**config.mk**
```make
export PLATFORM = sky130hd
export DESIGN_NAME = dcms_ctrl
export DESIGN_NICKNAME = d
export VERILOG_FILES = /design/src/logic/dcms_pkg.sv /design/src/logic/dcms_ctrl.sv
export SDC_FILE = /design/constraint.sdc
export NUM_CORES = 2
export LEC_CHECK = 0
export BUFFER_PORTS_ARGS = -buffer_cell sky130_fd_sc_hd__buf_2
export CAP_MARGIN = 20
export CORE_UTILIZATION = 51
export CTS_CLUSTER_DIAMETER = 100
export DETAILED_ROUTE_END_ITERATION = 8
export GPL_ROUTABILITY_DRIVEN = 0
export PLACE_DENSITY = 0.75
export SYNTH_ARGS = -nofsm -noshare
export SYNTH_HDL_FRONTEND = slang
export SYNTH_SLANG_ARGS = --single-unit
export TNS_END_PERCENT = 20
```
**constraint.sdc**
```tcl
create_clock -name clk -period 23.3 [get_ports clk]
set_clock_uncertainty 0.05 [all_clocks]
set_input_delay 4.66 -clock clk [delete_from_list [all_inputs] [get_ports clk]]
set_output_delay 4.66 -clock clk [all_outputs]
set_load 0.005 [all_outputs]
```
**src/logic/dcms_pkg.sv**
```systemverilog
// Purpose: Shared constants and types for the two-channel DDR3 mapper and scheduler
// Assumes: Memory command clock drives the controller; no register bus
// Notes:   Timings are counted in memory clock cycles
package dcms_pkg;
   // Speed bins
   localparam logic [1:0] DCMS_RATE_1333 = 2'h0;
   localparam logic [1:0] DCMS_RATE_1600 = 2'h1;
   // Timings per bin
   localparam logic [3:0] DCMS_CL_1333   = 4'h9;
   localparam logic [3:0] DCMS_RCD_1333  = 4'h9;
   localparam logic [3:0] DCMS_RP_1333   = 4'h9;
   localparam logic [3:0] DCMS_CWL_1333  = 4'h7;
   localparam logic [3:0] DCMS_CL_1600   = 4'hB;
   localparam logic [3:0] DCMS_RCD_1600  = 4'hB;
   localparam logic [3:0] DCMS_RP_1600   = 4'hB;
   localparam logic [3:0] DCMS_CWL_1600  = 4'h8;
   // Address layout: 64-byte lines, line bit selects channel in interleave zone
   localparam int DCMS_LINE_BIT = 6;
   localparam int DCMS_BANK_LSB = 7;
   localparam int DCMS_ROW_LSB  = 10;
   // Scrambler seed and polynomial taps (16-bit LFSR)
   localparam logic [15:0] DCMS_SCR_SEED = 16'hACE1;
   localparam logic [15:0] DCMS_SCR_TAPS = 16'hB400;
   // Reference voltage training
   localparam logic [5:0] DCMS_VREF_MID   = 6'h20;
   localparam logic [5:0] DCMS_VREF_STEPS = 6'h3F;

   // DRAM commands
   typedef enum logic [4:0] {
      DCMS_CMD_NOP = 5'b00001,
      DCMS_CMD_ACT = 5'b00010,
      DCMS_CMD_PRE = 5'b00100,
      DCMS_CMD_RD  = 5'b01000,
      DCMS_CMD_WR  = 5'b10000
   } dcms_cmd_t;

   // Host request
   typedef struct packed {
      logic        we;
      logic [31:0] addr;
      logic [63:0] data;
   } dcms_req_t;

   // Command to one physical channel
   typedef struct packed {
      dcms_cmd_t   cmd;
      logic [2:0]  bank;
      logic [15:0] row;
      logic [63:0] wdata;
   } dcms_dram_cmd_t;

   // Active timing set
   typedef struct packed {
      logic [3:0] cl;
      logic [3:0] rcd;
      logic [3:0] rp;
      logic [3:0] cwl;
   } dcms_timing_t;
endpackage : dcms_pkg

```
**src/logic/dcms_ctrl.sv**
```systemverilog
// Purpose: Two-channel DDR3 channel mapper, scheduler, scrambler and vref trainer
// Assumes: Host presents requests on a valid/ready port; modules described by SPD inputs
// Notes:   One queue slot per channel pair entry; link clock sampled as ordinary input
// Functional notes
// Single-cycle launch issues every clock; double-cycle launch only every second clock.
// At 1333 use CL 9, RCD 9, RP 9, CWL 7.
// At 1600 use CL 11, RCD 11, RP 11, CWL 8.
// Two modules per channel force double-cycle launch; one allows either.
// One populated channel receives every memory cycle.
// Symmetric zone spans from address zero up to the smaller channel's top.
// Symmetric zone interleaves; remainder is single-channel; both zones active together.
// First logical channel must hold at least as much memory as second.
// Interleaved zone alternates channel on every 64-byte line boundary.
// Opposite-channel requests may issue before earlier data returns, both simultaneously.
// Equal capacities with boundary at top give fully interleaved operation.
// Differing device density and width per channel do not limit interleaving.
// Run at slowest rate and timings of any installed module from SPD.
// All pending requests are weighed together; best one issues within command spacing.
// Other commands may slot between an access's commands without disturbing it; here an ACT or PRE holds off every command on its channel for RCD or RP.
// Requests to an open page are issued back to back first.
// Write data is scrambled with a pseudo-random pattern before the bus.
// Read and write vref settings step finely and are trained at cold boot; here only read vref is swept and write vref takes its result.
// Read data is descrambled with the same sequence used when written.
// Rows tracked per bank; different row needs precharge then activate.
`timescale 1ns/1ps
module dcms_ctrl #(
   parameter int QDEPTH = 4,
   parameter int CAPW   = 8
) (
   // Clock and reset
   input  wire logic                      clk,
   input  wire logic                      srst,
   // Population and SPD
   input  wire logic [1:0]                modules_per_channel_a,
   input  wire logic [1:0]                modules_per_channel_b,
   input  wire logic [CAPW-1:0]           cap_a,
   input  wire logic [CAPW-1:0]           cap_b,
   input  wire logic                      spd_slow_a,
   input  wire logic                      spd_slow_b,
   input  wire logic                      cmd_launch_double_req,
   input  wire logic                      swap_phys,
   // Host request
   input  wire logic                      req_valid,
   output logic                           req_ready,
   input  wire dcms_pkg::dcms_req_t       req,
   // Read return from the link
   input  wire logic                      link_clk,
   input  wire logic                      rd_ret_valid,
   input  wire logic [63:0]               rd_ret_data,
   output logic                           rdata_valid_r,
   output logic [63:0]                    rdata_r,
   // Vref training inputs
   input  wire logic                      cold_boot,
   input  wire logic                      train_pass,
   // Channel commands
   output dcms_pkg::dcms_dram_cmd_t       ch0_cmd_r,
   output dcms_pkg::dcms_dram_cmd_t       ch1_cmd_r,
   // Status
   output dcms_pkg::dcms_timing_t         timing_r,
   output logic                           single_cycle_cmd_launch,
   output logic                           dual_mode,
   output logic                           cfg_error,
   output logic [5:0]                     read_ref_voltage_r,
   output logic [5:0]                     write_ref_voltage_r,
   output logic                           train_done_r
);
   localparam int AW = $clog2(QDEPTH);

   // Queue storage
   dcms_pkg::dcms_req_t q_req_r [QDEPTH];
   logic [QDEPTH-1:0]   q_vld_r;
   logic [QDEPTH-1:0]   q_chan_r;
   logic [15:0]         open_row_r [2][8];
   logic [7:0]          row_open_r [2];
   logic [1:0]          launch_gap_r;
   logic [3:0]          bank_wait_r [2];
   logic [15:0]         scr_wr_r;
   logic [15:0]         scr_rd_r;
   logic [2:0]          lk_sync_r;
   logic [1:0]          rv_sync_r;
   logic [63:0]         rd_sync_r [2];
   logic [5:0]          best_r;
   logic                any_pass_r;

   // Population decode
   logic pop_a;
   logic pop_b;
   logic [CAPW-1:0] cap_small;
   assign pop_a     = (modules_per_channel_a != 2'h0);
   assign pop_b     = (modules_per_channel_b != 2'h0);
   assign dual_mode = pop_a && pop_b;
   assign cap_small = (cap_a < cap_b) ? cap_a : cap_b;
   assign cfg_error = dual_mode && (cap_a < cap_b);

   // Launch mode: two modules per channel forces double-cycle
   always_comb begin
      single_cycle_cmd_launch = !cmd_launch_double_req;
      if (modules_per_channel_a == 2'h2 || modules_per_channel_b == 2'h2) begin
         single_cycle_cmd_launch = 1'b0;
      end
   end

   // Timing set from slowest module
   always_ff @(posedge clk) begin
      if (srst) begin
         timing_r <= '{dcms_pkg::DCMS_CL_1333, dcms_pkg::DCMS_RCD_1333,
                       dcms_pkg::DCMS_RP_1333, dcms_pkg::DCMS_CWL_1333};
      end else if ((pop_a && spd_slow_a) || (pop_b && spd_slow_b)) begin
         timing_r <= '{dcms_pkg::DCMS_CL_1333, dcms_pkg::DCMS_RCD_1333,
                       dcms_pkg::DCMS_RP_1333, dcms_pkg::DCMS_CWL_1333};
      end else begin
         timing_r <= '{dcms_pkg::DCMS_CL_1600, dcms_pkg::DCMS_RCD_1600,
                       dcms_pkg::DCMS_RP_1600, dcms_pkg::DCMS_CWL_1600};
      end
   end

   // Channel mapping of an incoming address (logical 0 is channel A)
   function automatic logic map_chan(input logic [31:0] a);
      logic lc;
      logic [CAPW-1:0] line_hi;
      lc      = 1'b0;
      line_hi = a[31 -: CAPW];
      if (!dual_mode) begin
         lc = !pop_a;
      end else if ({1'b0, line_hi} < {cap_small, 1'b0}) begin
         lc = a[dcms_pkg::DCMS_LINE_BIT];
      end else begin
         lc = 1'b0;
      end
      return lc ^ swap_phys;
   endfunction

   // Free slot search
   logic [AW-1:0] free_idx;
   logic          has_free;
   always_comb begin
      free_idx = '0;
      has_free = 1'b0;
      for (int i = QDEPTH - 1; i >= 0; i--) begin
         if (!q_vld_r[i]) begin
            free_idx = AW'(i);
            has_free = 1'b1;
         end
      end
   end
   assign req_ready = has_free;

   // Per-channel pick: open-page hit first, else lowest index
   logic [AW-1:0] pick_idx [2];
   logic          pick_ok  [2];
   logic          pick_hit [2];
   generate
      for (genvar c = 0; c < 2; c++) begin : g_pick
         always_comb begin
            logic [2:0] bk;
            bk          = '0;
            pick_idx[c] = '0;
            pick_ok[c]  = 1'b0;
            pick_hit[c] = 1'b0;
            for (int i = QDEPTH - 1; i >= 0; i--) begin
               bk = q_req_r[i].addr[dcms_pkg::DCMS_BANK_LSB +: 3];
               if (q_vld_r[i] && q_chan_r[i] == 1'(c) && !pick_hit[c]) begin
                  if (row_open_r[c][bk] && open_row_r[c][bk] ==
                      q_req_r[i].addr[dcms_pkg::DCMS_ROW_LSB +: 16]) begin
                     pick_idx[c] = AW'(i);
                     pick_hit[c] = 1'b1;
                     pick_ok[c]  = 1'b1;
                  end else begin
                     pick_idx[c] = AW'(i);
                     pick_ok[c]  = 1'b1;
                  end
               end
            end
         end
      end
   endgenerate

   // Launch slot
   logic launch_en;
   assign launch_en = single_cycle_cmd_launch || (launch_gap_r == 2'h0);
   always_ff @(posedge clk) begin
      if (srst) begin
         launch_gap_r <= 2'h0;
      end else begin
         launch_gap_r <= (launch_en && !single_cycle_cmd_launch) ? 2'h1 : 2'h0;
      end
   end

   // Queue fill and retire
   logic [QDEPTH-1:0] retire;
   always_ff @(posedge clk) begin
      if (srst) begin
         q_vld_r <= '0;
      end else begin
         for (int i = 0; i < QDEPTH; i++) begin
            if (retire[i]) begin
               q_vld_r[i] <= 1'b0;
            end
         end
         if (req_valid && has_free) begin
            q_vld_r[free_idx]  <= 1'b1;
            q_req_r[free_idx]  <= req;
            q_chan_r[free_idx] <= map_chan(req.addr);
         end
      end
   end

   // Command issue per channel, both channels in parallel
   generate
      for (genvar c = 0; c < 2; c++) begin : g_ch
         dcms_pkg::dcms_dram_cmd_t cmd_nxt;
         logic [2:0]  bk;
         logic [15:0] rw;
         assign bk = q_req_r[pick_idx[c]].addr[dcms_pkg::DCMS_BANK_LSB +: 3];
         assign rw = q_req_r[pick_idx[c]].addr[dcms_pkg::DCMS_ROW_LSB +: 16];
         always_comb begin
            cmd_nxt       = '0;
            cmd_nxt.cmd   = dcms_pkg::DCMS_CMD_NOP;
            cmd_nxt.bank  = bk;
            cmd_nxt.row   = rw;
            if (pick_ok[c] && launch_en && bank_wait_r[c] == 4'h0) begin
               if (!row_open_r[c][bk]) begin
                  cmd_nxt.cmd = dcms_pkg::DCMS_CMD_ACT;
               end else if (!pick_hit[c]) begin
                  cmd_nxt.cmd = dcms_pkg::DCMS_CMD_PRE;
               end else begin
                  cmd_nxt.cmd = q_req_r[pick_idx[c]].we ? dcms_pkg::DCMS_CMD_WR
                                                       : dcms_pkg::DCMS_CMD_RD;
                  cmd_nxt.wdata = q_req_r[pick_idx[c]].data ^ {4{scr_wr_r}};
               end
            end
         end
         always_ff @(posedge clk) begin
            if (srst) begin
               row_open_r[c]  <= '0;
               bank_wait_r[c] <= 4'h0;
            end else begin
               if (bank_wait_r[c] != 4'h0) begin
                  bank_wait_r[c] <= bank_wait_r[c] - 4'h1;
               end
               case (cmd_nxt.cmd)
                  dcms_pkg::DCMS_CMD_ACT: begin
                     row_open_r[c][bk] <= 1'b1;
                     open_row_r[c][bk] <= rw;
                     bank_wait_r[c]    <= timing_r.rcd - 4'h1;
                  end
                  dcms_pkg::DCMS_CMD_PRE: begin
                     row_open_r[c][bk] <= 1'b0;
                     bank_wait_r[c]    <= timing_r.rp - 4'h1;
                  end
                  default: ;
               endcase
            end
         end
      end
   endgenerate

   // Retire one queue entry per channel on read or write
   always_comb begin
      for (int i = 0; i < QDEPTH; i++) begin
         retire[i] = 1'b0;
      end
      if (g_ch[0].cmd_nxt.cmd inside {dcms_pkg::DCMS_CMD_RD, dcms_pkg::DCMS_CMD_WR}) begin
         retire[pick_idx[0]] = 1'b1;
      end
      if (g_ch[1].cmd_nxt.cmd inside {dcms_pkg::DCMS_CMD_RD, dcms_pkg::DCMS_CMD_WR}) begin
         retire[pick_idx[1]] = 1'b1;
      end
   end

   // Registered channel command outputs
   always_ff @(posedge clk) begin
      if (srst) begin
         ch0_cmd_r <= '{dcms_pkg::DCMS_CMD_NOP, 3'h0, 16'h0000, 64'h0};
         ch1_cmd_r <= '{dcms_pkg::DCMS_CMD_NOP, 3'h0, 16'h0000, 64'h0};
      end else begin
         ch0_cmd_r <= g_ch[0].cmd_nxt;
         ch1_cmd_r <= g_ch[1].cmd_nxt;
      end
   end

   // Write scrambler advances once per clock with a write on either channel
   always_ff @(posedge clk) begin
      if (srst) begin
         scr_wr_r <= dcms_pkg::DCMS_SCR_SEED;
      end else if (g_ch[0].cmd_nxt.cmd == dcms_pkg::DCMS_CMD_WR ||
                   g_ch[1].cmd_nxt.cmd == dcms_pkg::DCMS_CMD_WR) begin
         scr_wr_r <= {1'b0, scr_wr_r[15:1]} ^ (scr_wr_r[0] ? dcms_pkg::DCMS_SCR_TAPS
                                                           : 16'h0000);
      end
   end

   // Link clock, read strobe and read data synchronisers; return edge on link clock rise
   always_ff @(posedge clk) begin
      if (srst) begin
         lk_sync_r    <= 3'h0;
         rv_sync_r    <= 2'h0;
         rd_sync_r[0] <= 64'h0;
         rd_sync_r[1] <= 64'h0;
      end else begin
         lk_sync_r    <= {lk_sync_r[1:0], link_clk};
         rv_sync_r    <= {rv_sync_r[0], rd_ret_valid};
         rd_sync_r[0] <= rd_ret_data;
         rd_sync_r[1] <= rd_sync_r[0];
      end
   end

   // Read descrambler follows the same sequence
   always_ff @(posedge clk) begin
      if (srst) begin
         scr_rd_r      <= dcms_pkg::DCMS_SCR_SEED;
         rdata_valid_r <= 1'b0;
         rdata_r       <= 64'h0;
      end else begin
         rdata_valid_r <= 1'b0;
         if (lk_sync_r[1] && !lk_sync_r[2] && rv_sync_r[1]) begin
            rdata_r       <= rd_sync_r[1] ^ {4{scr_rd_r}};
            rdata_valid_r <= 1'b1;
            scr_rd_r      <= {1'b0, scr_rd_r[15:1]} ^
                             (scr_rd_r[0] ? dcms_pkg::DCMS_SCR_TAPS : 16'h0000);
         end
      end
   end

   // Vref training: sweep steps at cold boot, keep the highest passing step
   always_ff @(posedge clk) begin
      if (srst) begin
         read_ref_voltage_r  <= dcms_pkg::DCMS_VREF_MID;
         write_ref_voltage_r <= dcms_pkg::DCMS_VREF_MID;
         train_done_r        <= 1'b0;
         best_r              <= dcms_pkg::DCMS_VREF_MID;
         any_pass_r          <= 1'b0;
      end else if (cold_boot && !train_done_r) begin
         if (train_pass) begin
            best_r     <= read_ref_voltage_r;
            any_pass_r <= 1'b1;
         end
         if (read_ref_voltage_r == dcms_pkg::DCMS_VREF_STEPS) begin
            train_done_r        <= 1'b1;
            // With no passing step at all the midpoint is kept
            read_ref_voltage_r  <= train_pass ? read_ref_voltage_r :
                                   any_pass_r ? best_r : dcms_pkg::DCMS_VREF_MID;
            write_ref_voltage_r <= train_pass ? read_ref_voltage_r :
                                   any_pass_r ? best_r : dcms_pkg::DCMS_VREF_MID;
         end else begin
            read_ref_voltage_r <= read_ref_voltage_r + 6'h01;
         end
      end
   end
endmodule : dcms_ctrl

```
==> run metrics <==
outcome finished, final reports clean; maximum clock frequency 0.0870 GHz; crit path max fanout 4; I/O pin count 466; Mean Syn Cell Area 13.4 sq um; post-synth top area cell edfxtp_1; most used cell, CP a21o_1; CTS Buf Count 107; final hold violations 0; # setup viols final 0; worst setup path category input pin to output port; largest net degree at the start of global routing 248; cts hold-fix bufs 0; vias in the first global route 32,400; TNS Setup 0 ps; Psw 920 uW; area of the multi-input gates 19,600 sq um; clk slew on worst S/H paths 60 ps; DRT Pass-1 Iters 6; clk_lat worst skew 700 ps; cell with the most instances after synthesis edfxtp_1; layout cell share with drive strength beyond 1 24.6%; Seq pwr share 49.8%; buffers plus inverters on the worst setup path 2; DR vias 33,500; crit path time final 11,500 ps; Die H 310 um; max cap viols 0; ys async rst share 0%; fillcell total 7,477; Synth Register Bits 1,053; number of port buffers 450; Comb power frac 6.5%; die width 310 um; # Post-CTS Setup Buffers 0; Nets 4,159; All-Layer GR Usage 29.4%; RR Startpoint q_req_r[2][72]; slowest cell on the critical path ha_1; post-route cell area 55,200 sq um; die area 96,100 sq um; Syn Std Cell Area 48,400 sq um; CTS H-Tree Depth 3; number of synthesized flops with an enable pin 620; core area 93,600 sq um; clock root cell clkbuf_16; Startpoint Class input pin; Worst setup startpoint cap_a[1]; initial core utilization 51.7%; total internal power 3170 uW; Synth top area share 38.5%; RSZ-0062 raised after global routing false; final slew viol count 0; PD cells 74.1 nW/um^2; initial antenna violation count 23; sw frac 22.5%; average wire per standard cell 27.2 um; WP data required 18,590 ps; HP Class register to register; Reg area 27,300 sq um; Slew HR 18.5%; HP Start launch_gap_r[0]; synth top area cells edfxtp_1, dfxtp_1, mux4_2; clk buf depth 3; cell family with most CP delay compound AO/OA/AOI/OAI gates; clock sink count 1,053; Post-DRT Antenna Nets 0; Overflow after GRT 0; Starting DRT DRC Count 3,891; Via-to-Cell Ratio 6.32; Hold WS 380 ps; Clock Power Share 43.7%; row cnt 112; CP arrival 6790 ps; Post-Syn Instances 3,600; worst vdd ir 0.0000751 V; synth warn 0; Layout area overhead 14.0%; CP endpoint kind output port; Top FF cell, synth edfxtp_1; CTS resizes 0; top post-synthesis cells by count edfxtp_1, dfxtp_1, nor2_1; Static Leak 0.0203 uW; Worst Max-Slew Pin Slew 1220 ps; post-detail-place hpwl 93.9 mm; register area share after synthesis 56.4%; drt total wl 144 mm; first-pass GRT wire length 208 mm; r2r setup slk 15,990 ps; post-place instance area 51,400 sq um; Residual DRC 0; CP max stage delay 280 ps; CTS tree built; Synth cell types 96; Tcrit/Tclk final 49.3%; crit-path cells buf_2, ha_1, a21o_1, a21o_1, a21o_1, a21o_1, a21o_1, a21o_1, a21o_1, nor3_1, buf_2
cell type report:
cell class                 instances  area share, %
antenna                           11         0.0499
clock buffer                     142           5.44
tap                             1254           2.84
timing repair buffer             515           5.01
clock inverter                    59           1.21
sequential                      1053           49.5
multi-input combinational       2204           35.5
inverter                          68          0.463
cells in the final DEF, fill, tap and decap left out, drive strengths merged, types with 12 or more instances in the layout:
cell type  instances
a211oi            75
a21o              19
a21oi             56
a221o             33
a221oi            17
a22o              16
a22oi             19
buf              515
bufinv            12
clkbuf           142
clkinv            37
dfxtp            433
edfxtp           620
ha                18
inv               75
mux2              28
mux2i            211
mux4             212
nand2             83
nand2b            20
nand3             25
nand3b            14
nand4             16
nor2             279
nor2b            186
nor3              54
nor4              23
o21ai             27
o221ai           132
o22a             133
o22ai             47
xnor2            166
xor2             155
power by group through the flow:
stage	Clock, uW	Sequential, uW	Combinational, uW
global route	1870	2040	287
finish	1780	2040	266
CTS	1800	2040	264
floorplan	0	2070	176
detailed placement	0	2080	262
global placement	0	2070	257
path summary, 6_finish.rpt:
kind	to	cells past startpoint
min	launch_gap_r[0]	1
max reg2reg	open_row_r[0][82]	16
max	cfg_error	11
min reg2reg	launch_gap_r[0]	1
flip-flops by register name, summed over array words and instances, names as in the netlist:
register	cells
lk_sync_r	3
scr_rd_r	16
rd_sync_r	128
q_req_r	336
launch_gap_r	1
open_row_r	256
scr_wr_r	16
read_ref_voltage_r	6
any_pass_r	1
row_open_r	16
q_chan_r	4
rv_sync_r	2
rdata_r	64
q_vld_r	4
write_ref_voltage_r	6
rdata_valid_r	1
ch1_cmd_r	88
timing_r	2
train_done_r	1
best_r	6
ch0_cmd_r	88
bank_wait_r	8
cells by family after synthesis:
kind of cell | count (synthesis) | share of synthesized area (%)
fa+ha+maj | 18 | 0.465
other cells | 2 | 0.0155
compound gates | 646 | 10.8
xor+xnor | 321 | 5.81
simple gates | 759 | 8.15
buf+inv | 350 | 3.45
flops | 1053 | 56.4
mux | 451 | 14.9
layer usage:
layer | global-route usage, % | vias up | part of all wire (%)
met5 | 0 | - | 0.10
met4 | 10.9 | 24 | 3.8
met3 | 8.97 | 347 | 12
met2 | 46.6 | 2028 | 47
met1 | 37.9 | 16700 | 37
li1 | - | 14500 | -
stage by stage:
step                utilization (%)  std cells  power [uW]  setup WS [ps]
finish                         58.9       5306        4090          11800
detailed placement             55.0       5092        2340          11810
global placement               55.0       5092        2330          11860
global route                   58.9       5299        4200          11700
floorplan                         -       3607        2250           8690
CTS                            58.9       5293        4100          11800
No activity file was read; power rests on OpenSTA's default activity.
